### src/inc/bsp_defines.svh
// register map, field positions and constants for the sensor and progress block
`ifndef BSP_DEFINES_SVH
`define BSP_DEFINES_SVH
`define BSP_OFF_SENSE     12'h000
`define BSP_OFF_MISC      12'h004
`define BSP_OFF_PROGCODE  12'h008
`define BSP_OFF_PROGCTRL  12'h00C
`define BSP_OFF_FIFOSTAT  12'h010
`define BSP_OFF_FIFOREAD  12'h014
`define BSP_OFF_STAMP     12'h018
`define BSP_OFF_POH       12'h01C
`define BSP_OFF_EVENT     12'h020
`define BSP_OFF_TIME      12'h024
`define BSP_EVT_SENSOR    8'h09
`define BSP_EVT_TYPE      8'hE6
`define BSP_EVT_OFFSET    8'h04
`define BSP_TERM_SENSOR   8'h07
`define BSP_TERM_TYPE     8'h08
`define BSP_CLK_HZ        50000000
`define BSP_SEC_PER_HOUR  3600
`define BSP_BEEP_MS       200
`define BSP_MS_PER_SEC    1000
`define BSP_HOUR_CNT_W    40
`define BSP_CODE_FORCE    16
`define BSP_CLR_FIFO      0
`define BSP_EVT_AC_BIT    0
`define BSP_EVT_DIAG_BIT  1
`define BSP_RESP_OKAY     2'b00
`define BSP_RESP_SLVERR   2'b10
`endif

### src/inc/bsp_pkg.sv
// types shared by the sensor and progress block
package bsp_pkg;
   typedef enum logic [1:0] {BEEP_NONE, BEEP_SOCKET, BEEP_VID} bsp_beep_t;
endpackage

### src/verilog/bsp_sensor_fifo.sv
// board sensor readout, event latch and progress code fifo behind an axi4-lite slave
`timescale 1ns/1ps
`include "bsp_defines.svh"
module bsp_sensor_fifo
   import bsp_pkg::*;
#(
   parameter int DEPTH      = 16,
   parameter int CODE_W     = 8,
   parameter longint HOUR_TICKS = longint'(`BSP_CLK_HZ) * `BSP_SEC_PER_HOUR,
   parameter int BEEP_TICKS = (`BSP_CLK_HZ / `BSP_MS_PER_SEC) * `BSP_BEEP_MS
)(
   // clock and reset
   input  wire logic              clk,
   input  wire logic              rst,
   // axi4-lite write address and data
   input  wire logic [11:0]       s_axi_awaddr,
   input  wire logic              s_axi_awvalid,
   output logic                   s_axi_awready,
   input  wire logic [31:0]       s_axi_wdata,
   input  wire logic [3:0]        s_axi_wstrb,
   input  wire logic              s_axi_wvalid,
   output logic                   s_axi_wready,
   // axi4-lite write response
   output logic [1:0]             s_axi_bresp,
   output logic                   s_axi_bvalid,
   input  wire logic              s_axi_bready,
   // axi4-lite read
   input  wire logic [11:0]       s_axi_araddr,
   input  wire logic              s_axi_arvalid,
   output logic                   s_axi_arready,
   output logic [31:0]            s_axi_rdata,
   output logic [1:0]             s_axi_rresp,
   output logic                   s_axi_rvalid,
   input  wire logic              s_axi_rready,
   // processor sockets
   input  wire logic [1:0]        socketPopulated,
   input  wire logic [1:0]        cpuPresent,
   input  wire logic [1:0]        processor_internal_error,
   input  wire logic [1:0]        cpuThermalTrip,
   input  wire logic              vidMismatch,
   // board inputs
   input  wire logic [5:0]        dimmPresent,
   input  wire logic              chassisIntrusion,
   input  wire logic              powerButton,
   input  wire logic              resetButton,
   input  wire logic              diagInterrupt,
   input  wire logic              keyboard_secure_request,
   input  wire logic              smiLine,
   input  wire logic              nmiLine,
   // power state
   input  wire logic              powerUpRequest,
   input  wire logic              mainsGood,
   input  wire logic              sleepS4S5,
   input  wire logic              systemReset,
   input  wire logic              systemOn,
   // outputs
   output logic                   diagNmiOut,
   output logic                   secureMode,
   output logic                   beepActive,
   output logic [1:0]             beepCause
);
   localparam int AW = $clog2(DEPTH);
   // an hour of clock ticks does not fit 32 bits, so the prescaler is wider
   localparam int CW = `BSP_HOUR_CNT_W;

   // refuse sizes that the fixed bus fields and counters cannot carry
   if (DEPTH != 16 || CODE_W < 1 || CODE_W > 16 || HOUR_TICKS < 2
       || HOUR_TICKS >= (longint'(1) << CW) || BEEP_TICKS < 2)
   begin : gParamCheck
      $error("bsp_sensor_fifo: unsupported parameters");
   end

   // bus handshake state
   logic              awHeld_r;
   logic              wHeld_r;
   logic [11:0]       awAddr_r;
   logic [31:0]       wData_r;
   logic [3:0]        wStrb_r;
   logic              bValid_r;
   logic              rValid_r;
   logic [31:0]       rData_r;
   logic [1:0]        rResp_r;
   logic [1:0]        bResp_r;
   // block state
   logic [CODE_W-1:0] fifoMem [DEPTH];
   logic [AW-1:0]     wrPtr_r;
   logic [AW-1:0]     rdIdx_r;
   logic [AW:0]       count_r;
   logic [CODE_W-1:0] lastCode_r;
   logic              haveCode_r;
   logic [31:0]       stamp_r;
   logic [31:0]       timeNow_r;
   logic [31:0]       poh_r;
   logic [CW-1:0]     hourCnt_r;
   logic [31:0]       beepCnt_r;
   bsp_beep_t         beep_r;
   logic              mainsPrev_r;
   logic              acEvent_r;
   logic              diagPrev_r;
   logic              diagEvent_r;
   logic              nmiOut_r;
   logic              secure_r;

   logic              wrFire;
   logic              rdFire;
   logic              codeWrite;
   logic              forceStore;
   logic [CODE_W-1:0] newCode;
   logic              storeCode;
   logic              fifoClear;
   logic [31:0]       rdMux;
   logic              rdOk;
   logic              wrOk;

   // write channels may arrive in either order; response waits for both
   assign s_axi_awready = !awHeld_r && !bValid_r;
   assign s_axi_wready  = !wHeld_r && !bValid_r;
   assign wrFire        = awHeld_r && wHeld_r && !bValid_r;
   assign s_axi_bvalid  = bValid_r;
   assign s_axi_bresp   = bResp_r;
   assign s_axi_arready = !rValid_r;
   assign rdFire        = s_axi_arvalid && !rValid_r;
   assign s_axi_rvalid  = rValid_r;
   assign s_axi_rdata   = rData_r;
   assign s_axi_rresp   = rResp_r;

   // capture address and data independently
   always_ff @(posedge clk or posedge rst)
   begin
      if (rst)
      begin
         awHeld_r <= 1'b0;
         wHeld_r  <= 1'b0;
         awAddr_r <= 12'h000;
         wData_r  <= 32'h0000_0000;
         wStrb_r  <= 4'h0;
      end
      else
      begin
         if (s_axi_awvalid && s_axi_awready)
         begin
            awHeld_r <= 1'b1;
            awAddr_r <= s_axi_awaddr;
         end
         else if (wrFire)
            awHeld_r <= 1'b0;
         if (s_axi_wvalid && s_axi_wready)
         begin
            wHeld_r <= 1'b1;
            wData_r <= s_axi_wdata;
            wStrb_r <= s_axi_wstrb;
         end
         else if (wrFire)
            wHeld_r <= 1'b0;
      end
   end

   // writable addresses decode
   always_comb
   begin
      unique case (awAddr_r)
         `BSP_OFF_PROGCODE,
         `BSP_OFF_PROGCTRL,
         `BSP_OFF_FIFOREAD,
         `BSP_OFF_EVENT:    wrOk = 1'b1;
         default:           wrOk = 1'b0;
      endcase
   end

   // write response, slverr for unmapped or read-only words
   always_ff @(posedge clk or posedge rst)
   begin
      if (rst)
      begin
         bValid_r <= 1'b0;
         bResp_r  <= `BSP_RESP_OKAY;
      end
      else if (wrFire)
      begin
         bValid_r <= 1'b1;
         bResp_r  <= wrOk ? `BSP_RESP_OKAY : `BSP_RESP_SLVERR;
      end
      else if (s_axi_bready)
         bValid_r <= 1'b0;
   end

   // progress code write: low byte lane carries code, bit 16 forces a duplicate
   assign codeWrite  = wrFire && awAddr_r == `BSP_OFF_PROGCODE && wStrb_r[0];
   assign newCode    = wData_r[CODE_W-1:0];
   assign forceStore = wData_r[`BSP_CODE_FORCE];
   assign storeCode  = codeWrite && (forceStore || !haveCode_r || newCode != lastCode_r);
   // volatile: several system conditions wipe it, software can too via ctrl bit 0
   assign fifoClear  = !mainsGood || sleepS4S5 || systemReset
                       || (wrFire && awAddr_r == `BSP_OFF_PROGCTRL
                           && wData_r[`BSP_CLR_FIFO]);

   // fifo storage, a ring that overwrites the oldest slot when full
   always_ff @(posedge clk)
   begin
      if (storeCode && !fifoClear)
         fifoMem[wrPtr_r] <= newCode;
   end

   always_ff @(posedge clk or posedge rst)
   begin
      if (rst)
      begin
         wrPtr_r    <= '0;
         count_r    <= '0;
         lastCode_r <= '0;
         haveCode_r <= 1'b0;
         stamp_r    <= 32'h0000_0000;
      end
      else if (fifoClear)
      begin
         wrPtr_r    <= '0;
         count_r    <= '0;
         haveCode_r <= 1'b0;
      end
      else if (storeCode)
      begin
         wrPtr_r    <= wrPtr_r + 1'b1;
         if (count_r != (AW+1)'(DEPTH))
            count_r <= count_r + 1'b1;
         lastCode_r <= newCode;
         haveCode_r <= 1'b1;
         stamp_r    <= timeNow_r;
      end
   end

   // read index for walking the fifo, written by software, 0 is oldest
   always_ff @(posedge clk or posedge rst)
   begin
      if (rst)
         rdIdx_r <= '0;
      else if (wrFire && awAddr_r == `BSP_OFF_FIFOREAD)
         rdIdx_r <= wData_r[AW-1:0];
   end

   // free running seconds-free tick count used as timestamp base
   always_ff @(posedge clk or posedge rst)
   begin
      if (rst)
         timeNow_r <= 32'h0000_0000;
      else
         timeNow_r <= timeNow_r + 32'h0000_0001;
   end

   // powered-on hours, counts only while system power is on
   always_ff @(posedge clk or posedge rst)
   begin
      if (rst)
      begin
         hourCnt_r <= '0;
         poh_r     <= 32'h0000_0000;
      end
      else if (systemOn)
      begin
         if (hourCnt_r == CW'(HOUR_TICKS - 1))
         begin
            hourCnt_r <= '0;
            poh_r     <= poh_r + 32'h0000_0001;
         end
         else
            hourCnt_r <= hourCnt_r + 1'b1;
      end
   end

   // beep on power-up attempt; vid mismatch wins since a socket fault may be its cause
   always_ff @(posedge clk or posedge rst)
   begin
      if (rst)
      begin
         beep_r    <= BEEP_NONE;
         beepCnt_r <= 32'h0000_0000;
      end
      else if (powerUpRequest && beepCnt_r == 32'h0000_0000 && vidMismatch)
      begin
         beep_r    <= BEEP_VID;
         beepCnt_r <= 32'(BEEP_TICKS);
      end
      else if (powerUpRequest && beepCnt_r == 32'h0000_0000 && !(&socketPopulated))
      begin
         beep_r    <= BEEP_SOCKET;
         beepCnt_r <= 32'(BEEP_TICKS);
      end
      else if (beepCnt_r != 32'h0000_0000)
      begin
         beepCnt_r <= beepCnt_r - 32'h0000_0001;
         if (beepCnt_r == 32'h0000_0001)
            beep_r <= BEEP_NONE;
      end
   end
   assign beepActive = beep_r != BEEP_NONE;
   assign beepCause  = beep_r;

   // sticky events; hardware set wins over a software clear in the same cycle
   always_ff @(posedge clk or posedge rst)
   begin
      if (rst)
      begin
         mainsPrev_r <= 1'b1;
         acEvent_r   <= 1'b0;
         diagPrev_r  <= 1'b0;
         diagEvent_r <= 1'b0;
      end
      else
      begin
         mainsPrev_r <= mainsGood;
         diagPrev_r  <= diagInterrupt;
         if (mainsGood && !mainsPrev_r)
            acEvent_r <= 1'b1;
         else if (wrFire && awAddr_r == `BSP_OFF_EVENT && wData_r[`BSP_EVT_AC_BIT])
            acEvent_r <= 1'b0;
         if (diagInterrupt && !diagPrev_r)
            diagEvent_r <= 1'b1;
         else if (wrFire && awAddr_r == `BSP_OFF_EVENT && wData_r[`BSP_EVT_DIAG_BIT])
            diagEvent_r <= 1'b0;
      end
   end

   // separate nmi drive and secure mode follow their inputs one clock later
   always_ff @(posedge clk or posedge rst)
   begin
      if (rst)
      begin
         nmiOut_r <= 1'b0;
         secure_r <= 1'b0;
      end
      else
      begin
         nmiOut_r <= diagInterrupt;
         secure_r <= keyboard_secure_request;
      end
   end
   assign diagNmiOut = nmiOut_r;
   assign secureMode = secure_r;

   // read mux; raw inputs are sampled at the read, no level history kept
   always_comb
   begin
      rdMux = 32'h0000_0000;
      rdOk  = 1'b1;
      unique case (s_axi_araddr)
         `BSP_OFF_SENSE:
            rdMux = {18'h00000, dimmPresent,
                     cpuThermalTrip[1], processor_internal_error[1], cpuPresent[1],
                     cpuThermalTrip[0], processor_internal_error[0], cpuPresent[0],
                     socketPopulated};
         `BSP_OFF_MISC:
            // open input pulls high, so high means insecure
            rdMux = {24'h000000, nmiLine, smiLine, keyboard_secure_request,
                     resetButton, powerButton, chassisIntrusion, 2'b00};
         `BSP_OFF_PROGCODE: rdMux = {15'h0000, haveCode_r, 16'(lastCode_r)};
         `BSP_OFF_FIFOSTAT: rdMux = {16'h0000, 8'(rdIdx_r), 8'(count_r)};
         `BSP_OFF_FIFOREAD:
            rdMux = 32'(fifoMem[AW'(wrPtr_r - AW'(count_r) + rdIdx_r)]);
         `BSP_OFF_STAMP:    rdMux = stamp_r;
         `BSP_OFF_POH:      rdMux = poh_r;
         `BSP_OFF_EVENT:
            rdMux = {`BSP_EVT_SENSOR, `BSP_EVT_TYPE, `BSP_EVT_OFFSET,
                     6'h00, diagEvent_r, acEvent_r};
         `BSP_OFF_TIME:
            rdMux = {16'h0000, `BSP_TERM_SENSOR, `BSP_TERM_TYPE};
         default:           rdOk  = 1'b0;
      endcase
   end

   // read data registered, held until rready
   always_ff @(posedge clk or posedge rst)
   begin
      if (rst)
      begin
         rValid_r <= 1'b0;
         rData_r  <= 32'h0000_0000;
         rResp_r  <= `BSP_RESP_OKAY;
      end
      else if (rdFire)
      begin
         rValid_r <= 1'b1;
         rData_r  <= rdMux;
         rResp_r  <= rdOk ? `BSP_RESP_OKAY : `BSP_RESP_SLVERR;
      end
      else if (s_axi_rready)
         rValid_r <= 1'b0;
   end
endmodule

### config.mk
export PLATFORM = sky130hd
export DESIGN_NAME = bsp_sensor_fifo
export DESIGN_NICKNAME = d
export VERILOG_FILES = /design/src/inc/bsp_pkg.sv /design/src/verilog/bsp_sensor_fifo.sv
export VERILOG_INCLUDE_DIRS = /design/src /design/src/inc
export SDC_FILE = /design/constraint.sdc
export NUM_CORES = 1
export LEC_CHECK = 0
export ABC_AREA = 1
export BUFFER_PORTS_ARGS = -buffer_cell sky130_fd_sc_hd__buf_2
export CORE_MARGIN = 3
export CORE_UTILIZATION = 50
export CTS_CLUSTER_DIAMETER = 120
export DETAILED_ROUTE_END_ITERATION = 12
export HOLD_SLACK_MARGIN = 0.05
export PLACE_DENSITY_LB_ADDON = 0.15
export SKIP_CTS_REPAIR_TIMING = 1
export SLEW_MARGIN = 20
export SYNTH_ARGS = -nofsm -noshare
export SYNTH_HDL_FRONTEND = slang
export SYNTH_SLANG_ARGS = --single-unit
### constraint.sdc
create_clock -name clk -period 13.65 [get_ports clk]
set_input_delay 1.365 -clock clk [delete_from_list [all_inputs] [get_ports clk]]
set_output_delay 1.365 -clock clk [all_outputs]
set_load 0.1 [all_outputs]
### After elaboration in Yosys (flattened, before gate mapping)

Memory sizes are Yosys's and may differ from the RTL's.
Cells that the tools add are included.

| cells by class | value |
|---|---|
| bitwise logic cells | 1 |
| eq/ne operators | 16 |
| reduce and logical (&&, ||, !) cells | 58 |
| muxes and demuxes | 33 |
| add/subtract/negate cells | 8 |

Operator list:

| cell | count |
|---|---|
| one-hot mux 32 bit (9 select lines) | 1 |
| two-way mux 32 bit | 3 |
| adder 32 x 1 -> 32 bit, second input constant | 2 |
| equality test 12 x 5 -> 1 bit, second input constant | 5 |
| adder 40 x 1 -> 40 bit, second input constant | 1 |
| equality test 40 x 38 -> 1 bit, second input constant | 1 |
| two-way mux 40 bit | 1 |
| equality test 12 x 4 -> 1 bit, second input constant | 3 |
| equality test 12 x 6 -> 1 bit, second input constant | 3 |
| equality test 32 x 1 -> 1 bit, second input constant | 1 |
| logical NOT 32 bit | 1 |
| nonzero test 32 bit | 1 |
| subtractor 32 x 1 -> 32 bit, second input constant | 1 |
| logical AND 1 bit | 22 |
| nonzero test 2 bit | 9 |
| two-way mux 1 bit | 17 |
| two-way mux 5 bit | 3 |
| equality test 12 x 3 -> 1 bit, second input constant | 1 |
| logical NOT 12 bit | 1 |
| two-way mux 2 bit | 6 |
| logical NOT 1 bit | 10 |
| AND reduction 2 bit | 5 |
| OR reduction 9 bit | 1 |
| two-way mux 4 bit | 2 |
| 10 further kinds | 15 |

| word-level totals | value |
|---|---|
| logic and storage cells | 143 |
| RAM bits | 128 |
| output and inout port bits | 46 |
| memories kept | 1 |
| bits of input ports | 94 |
| flip-flop bits (word level) | 267 |

Memory list:

| memory | words | width | rd ports | clocked after Yosys merged registers in | wr ports | RTL line | source |
|---|---|---|---|---|---|---|---|
| fifoMem | 16 | 8 | 1 | 0 | 1 | bsp_sensor_fifo.sv:85 | `logic [CODE_W-1:0] fifoMem [DEPTH];` |

### Depth between registers and ports, before layout

| depth | value |
|---|---|
| word-level depth | 9 |
| gate-level depth with buffers | 17 |

### Worst setup path before layout

No wires, ideal clock.

| timing | value |
|---|---|
| path kind | reg2out |
| start point | register bValid_r, in the netlist s_axi_bvalid |
| end point | output s_axi_awready |
| setup slack | 10.093 ns |
| data required time | 12.285 ns |
| stages on the path, launching flop included | 2 |
| arrival | 2.192 ns |
| path through | dfrtp_1 nor2_1 |

| between the ends | value |
|---|---|
| word-level cells in the longest chain between the ends | 2 |

RTL lines:

| what | RTL line | source |
|---|---|---|
| from (decl) | bsp_sensor_fifo.sv:79 | `logic bValid_r;` |
| from (signal assigned) | bsp_sensor_fifo.sv:175 | `bValid_r <= 1'b0;` |
| from (signal assigned) | bsp_sensor_fifo.sv:180 | `bValid_r <= 1'b1;` |
| from (signal assigned) | bsp_sensor_fifo.sv:184 | `bValid_r <= 1'b0;` |
| logical NOT 1 bit | bsp_sensor_fifo.sv:116 | `assign s_axi_awready = !awHeld_r && !bValid_r;` |
| logical AND 1 bit | bsp_sensor_fifo.sv:116 |  |
| to (decl) | bsp_sensor_fifo.sv:18 | `output logic s_axi_awready,` |

Every way passes these cells.

### Worst setup path after layout

| timing | value |
|---|---|
| start point | register wData_r[2] |
| end point | memory fifoMem[3][5] (enable) |

| between the ends | value |
|---|---|
| word-level cells in the longest chain between the ends | 6 |

RTL lines:

| what | RTL line | source |
|---|---|---|
| from (decl) | bsp_sensor_fifo.sv:77 | `logic [31:0] wData_r;` |
| from (signal assigned) | bsp_sensor_fifo.sv:150 | `wData_r <= s_axi_wdata;` |
| != test 8 bit | bsp_sensor_fifo.sv:191 | `assign storeCode = codeWrite && (forceStore \|\| !haveCode_r \|\| newCode != lastCode_r);` |
| logical OR 1 bit | bsp_sensor_fifo.sv:191 |  |
| logical AND 1 bit | bsp_sensor_fifo.sv:191 |  |
| logical AND 1 bit | bsp_sensor_fifo.sv:200 | `if (storeCode && !fifoClear)` |
| two-way mux 1 bit | bsp_sensor_fifo.sv:200 |  |
| two-way mux 1 bit (not written as such) | bsp_sensor_fifo.sv:201 | `fifoMem[wrPtr_r] <= newCode;` |
| to (decl) | bsp_sensor_fifo.sv:85 |  |

Every way passes these cells.

==> run metrics <==
run status=finished, final reports clean; clock sink count=about 390; CTS tree=built; sw frac=0.270; Filler cells=around 3600; Reg power frac=0.490; global-route wire length before repair=approximately 84 mm; area taken by multi-input logic gates=~0.0083 mm²; DP Area=between 0.02 and 0.025 mm²; row cnt=72; Slew @ Worst Pin=~1.0 ns; synthesized area=between 0.015 and 0.02 mm²; routed wire length=52.3 mm; Top Ports=140; Cells after Synth=~2400; NumNets Final=around 2600; synth unique cells=50; Initial DRC Count=approximately 1400; all-layer global routing usage=0.250; Max VDD drop=just under 0.1 mV; crit path DAT=slightly below 4 ns; Layout Skew=0.0185 ns; most frequent cells after synthesis=nand2_1 (791), nor2_1 (257), dfrtp_1 (256); Via Count=16500; gpl congestion=a little over 0.9; area of the core=between 0.03 and 0.04 mm²; slew margin rel.=0.323; worst skew pair latency=0.56 ns; final setup vio count=0; Final min period=3.75 ns; post-synth top area share=0.323; hpwl dp=about 37 mm; vias in the first global route=~16000; critical path required time=between 10 and 15 ns; CP Launch Type=flip-flop; initial core utilization=0.509; worst-path maximum fanout=18; Net Switching=0.000768 W; number of synthesized flops with an enable pin=roughly 130; CTS Buf Count=between 40 and 50; die area=0.0421 mm²; Pleak=10.5 nW; clock transition at the registers of the reported paths=0.06 ns; ANT nets after route=0; DRC=0; Remaining Overflow, GRT=0; Wirelength per Cell=~17 µm; placed cell count=between 2000 and 3000; drt pass-1 iters=6; Setup CP Type=flip-flop to flip-flop; antenna violations before repair=3; fin. max-slew vios=0; ys async rst share=0.668; count of state elements after synthesis=just under 400; # H-tree levels=2; Post-synth top flop=dfrtp_1; clock group share of total power=0.412; Avg Cell Area, Syn=8.22 µm²; Synth-to-Final Area Change=12.1%; Hold Path Class=flip-flop to flip-flop; Worst Setup End Kind=flip-flop; Register Area=slightly above 0.01 mm²; pwr dens=about 130 mW/mm²; Die X-Extent=roughly 210 µm; Final period util=0.275; Gate power share=0.097; port bufs=~110; post-route cell area=approximately 0.022 mm²; Pint=0.00208 W; RSZ-0062 raised after global routing=no; top-count cell post-synth=nand2_1; maximum clock frequency=about 0.27 GHz; clock buffer depth=3; clk root buf=clkbuf_16; Post-Layout Cell Count=~3100; chip height=between 200 and 250 µm; top post-synthesis cells by area=dfrtp_1 (32%), edfxtp_1 (19%), nand2_1 (15%); hold_ws=between 0.4 and 0.5 ns; Setup TNS=0 ns; YS warnings=0; largest net degree at the start of global routing=141; PnR Total Power=0.00285 W; share of layout cells above drive strength 1=0.101; sequential area share after synthesis=0.518; vias per cell=roughly 5.4; cell accounting for the most synthesized area=dfrtp_1; Hold Violations, Final=0; max_cap viols=0
==> worst max-delay path, cell delays in order (launching register included) <==
cell and delay [ns]:
dfrtp_1 0.79, inv_1 0.26, or2_2 0.36, nand2_1 0.07, nor2_1 0.04, nand3_1 0.10
nor2_1 0.05, nor2_1 0.66, nand2_1 0.29, nor2_1 0.76
==> final timing paths <==
check | startpoint | end | slack, ns | depth (start not counted)
max in group asynchronous | rst | poh_r[24]$_DFFE_PP0P_ | 11.80 | 3
min in group asynchronous | rst | timeNow_r[19]$_DFF_PP0_ | 0.79 | 2
max | wData_r[2]$_DFFE_PP0P_ | fifoMem[3][5]$_DFFE_PP_ | 9.90 | 9
min | stamp_r[15]$_DFFE_PP0P_ | stamp_r[15]$_DFFE_PP0P_ | 0.47 | 2
min reg2reg | stamp_r[15]$_DFFE_PP0P_ | stamp_r[15]$_DFFE_PP0P_ | 0.47 | 2
max reg2reg | wData_r[2]$_DFFE_PP0P_ | fifoMem[3][5]$_DFFE_PP_ | 9.90 | 9
==> power groups by stage <==
stage                     clock network, W  logic, W  registers [W]
after CTS                          0.00120  0.000278        0.00140
final                              0.00117  0.000277        0.00140
after detailed placement                 0  0.000276        0.00142
after global placement                   0  0.000270        0.00141
after global routing               0.00124  0.000309        0.00141
after floorplan                          0  0.000194        0.00139
==> cells by family (layout without fill, tap and decap cells) <==
group                      after synthesis  in the layout  share of synthesized area
DFF                                    385            385                      0.518
xor gates and xnor gates               104            104                     0.0463
adders and majority gates               18             18                     0.0125
muxes                                   11             11                    0.00625
buffers and inverters                  299            422                     0.0618
AOI/OAI and AO/OA                      113            113                     0.0306
other                                    1              5                   0.000189
and+or+nand+nor                       1481           1481                      0.324
==> per-layer routing <==
layer	routed length, µm	track usage	part of all wire	vias up
li1	-	-	-	8056
met1	24000	0.361	0.46	7867
met2	24100	0.399	0.46	442
met3	2810	0.0313	0.054	87
met4	1320	0.0737	0.025	2
met5	14	0	0.00027	-
==> layout make-up <==
class / count / share of cell area
antenna: 3 / 0.000338
clock buffer: 53 / 0.0528
clock inverter: 24 / 0.0117
inverter: 223 / 0.0381
multi-input combinational: 1729 / 0.376
sequential: 385 / 0.463
tap: 518 / 0.0292
timing repair buffer: 122 / 0.0296
==> through the flow <==
step / utilization / worst slack (ns)
finish: 0.571 / 9.90
global route: 0.571 / 9.58
CTS: 0.570 / 9.80
detailed placement: 0.533 / 9.46
global placement: 0.533 / 9.48
floorplan: - / 5.22
==> cell usage in the layout (no fill, tap or decap), types with 17 or more instances in the layout <==
| master | count |
|---|---|
| a21oi_1 | 23 |
| nand2_1 | 791 |
| nand3_1 | 208 |
| xnor2_1 | 17 |
| buf_2 | 111 |
| o21ai_1 | 35 |
| nor2_1 | 257 |
| clkbuf_16 | 43 |
| edfxtp_1 | 128 |
| dfrtp_1 | 256 |
| inv_1 | 205 |
| o21ai_0 | 38 |
| xor2_1 | 86 |
| nor3_1 | 53 |
| nand4_1 | 116 |
==> state kept, by name, indices dropped and copies added (netlist names), 2 cells and up <==
| signal | flops |
|---|---|
| stamp_r | 32 |
| wData_r | 9 |
| s_axi_rdata | 32 |
| poh_r | 32 |
| count_r | 5 |
| awAddr_r | 12 |
| hourCnt_r | 40 |
| wrPtr_r | 4 |
| timeNow_r | 32 |
| beepCause | 2 |
| lastCode_r | 8 |
| rdIdx_r | 4 |
| beepCnt_r | 32 |
| fifoMem | 128 |
Note: power is estimated with default switching activity, not from simulation.
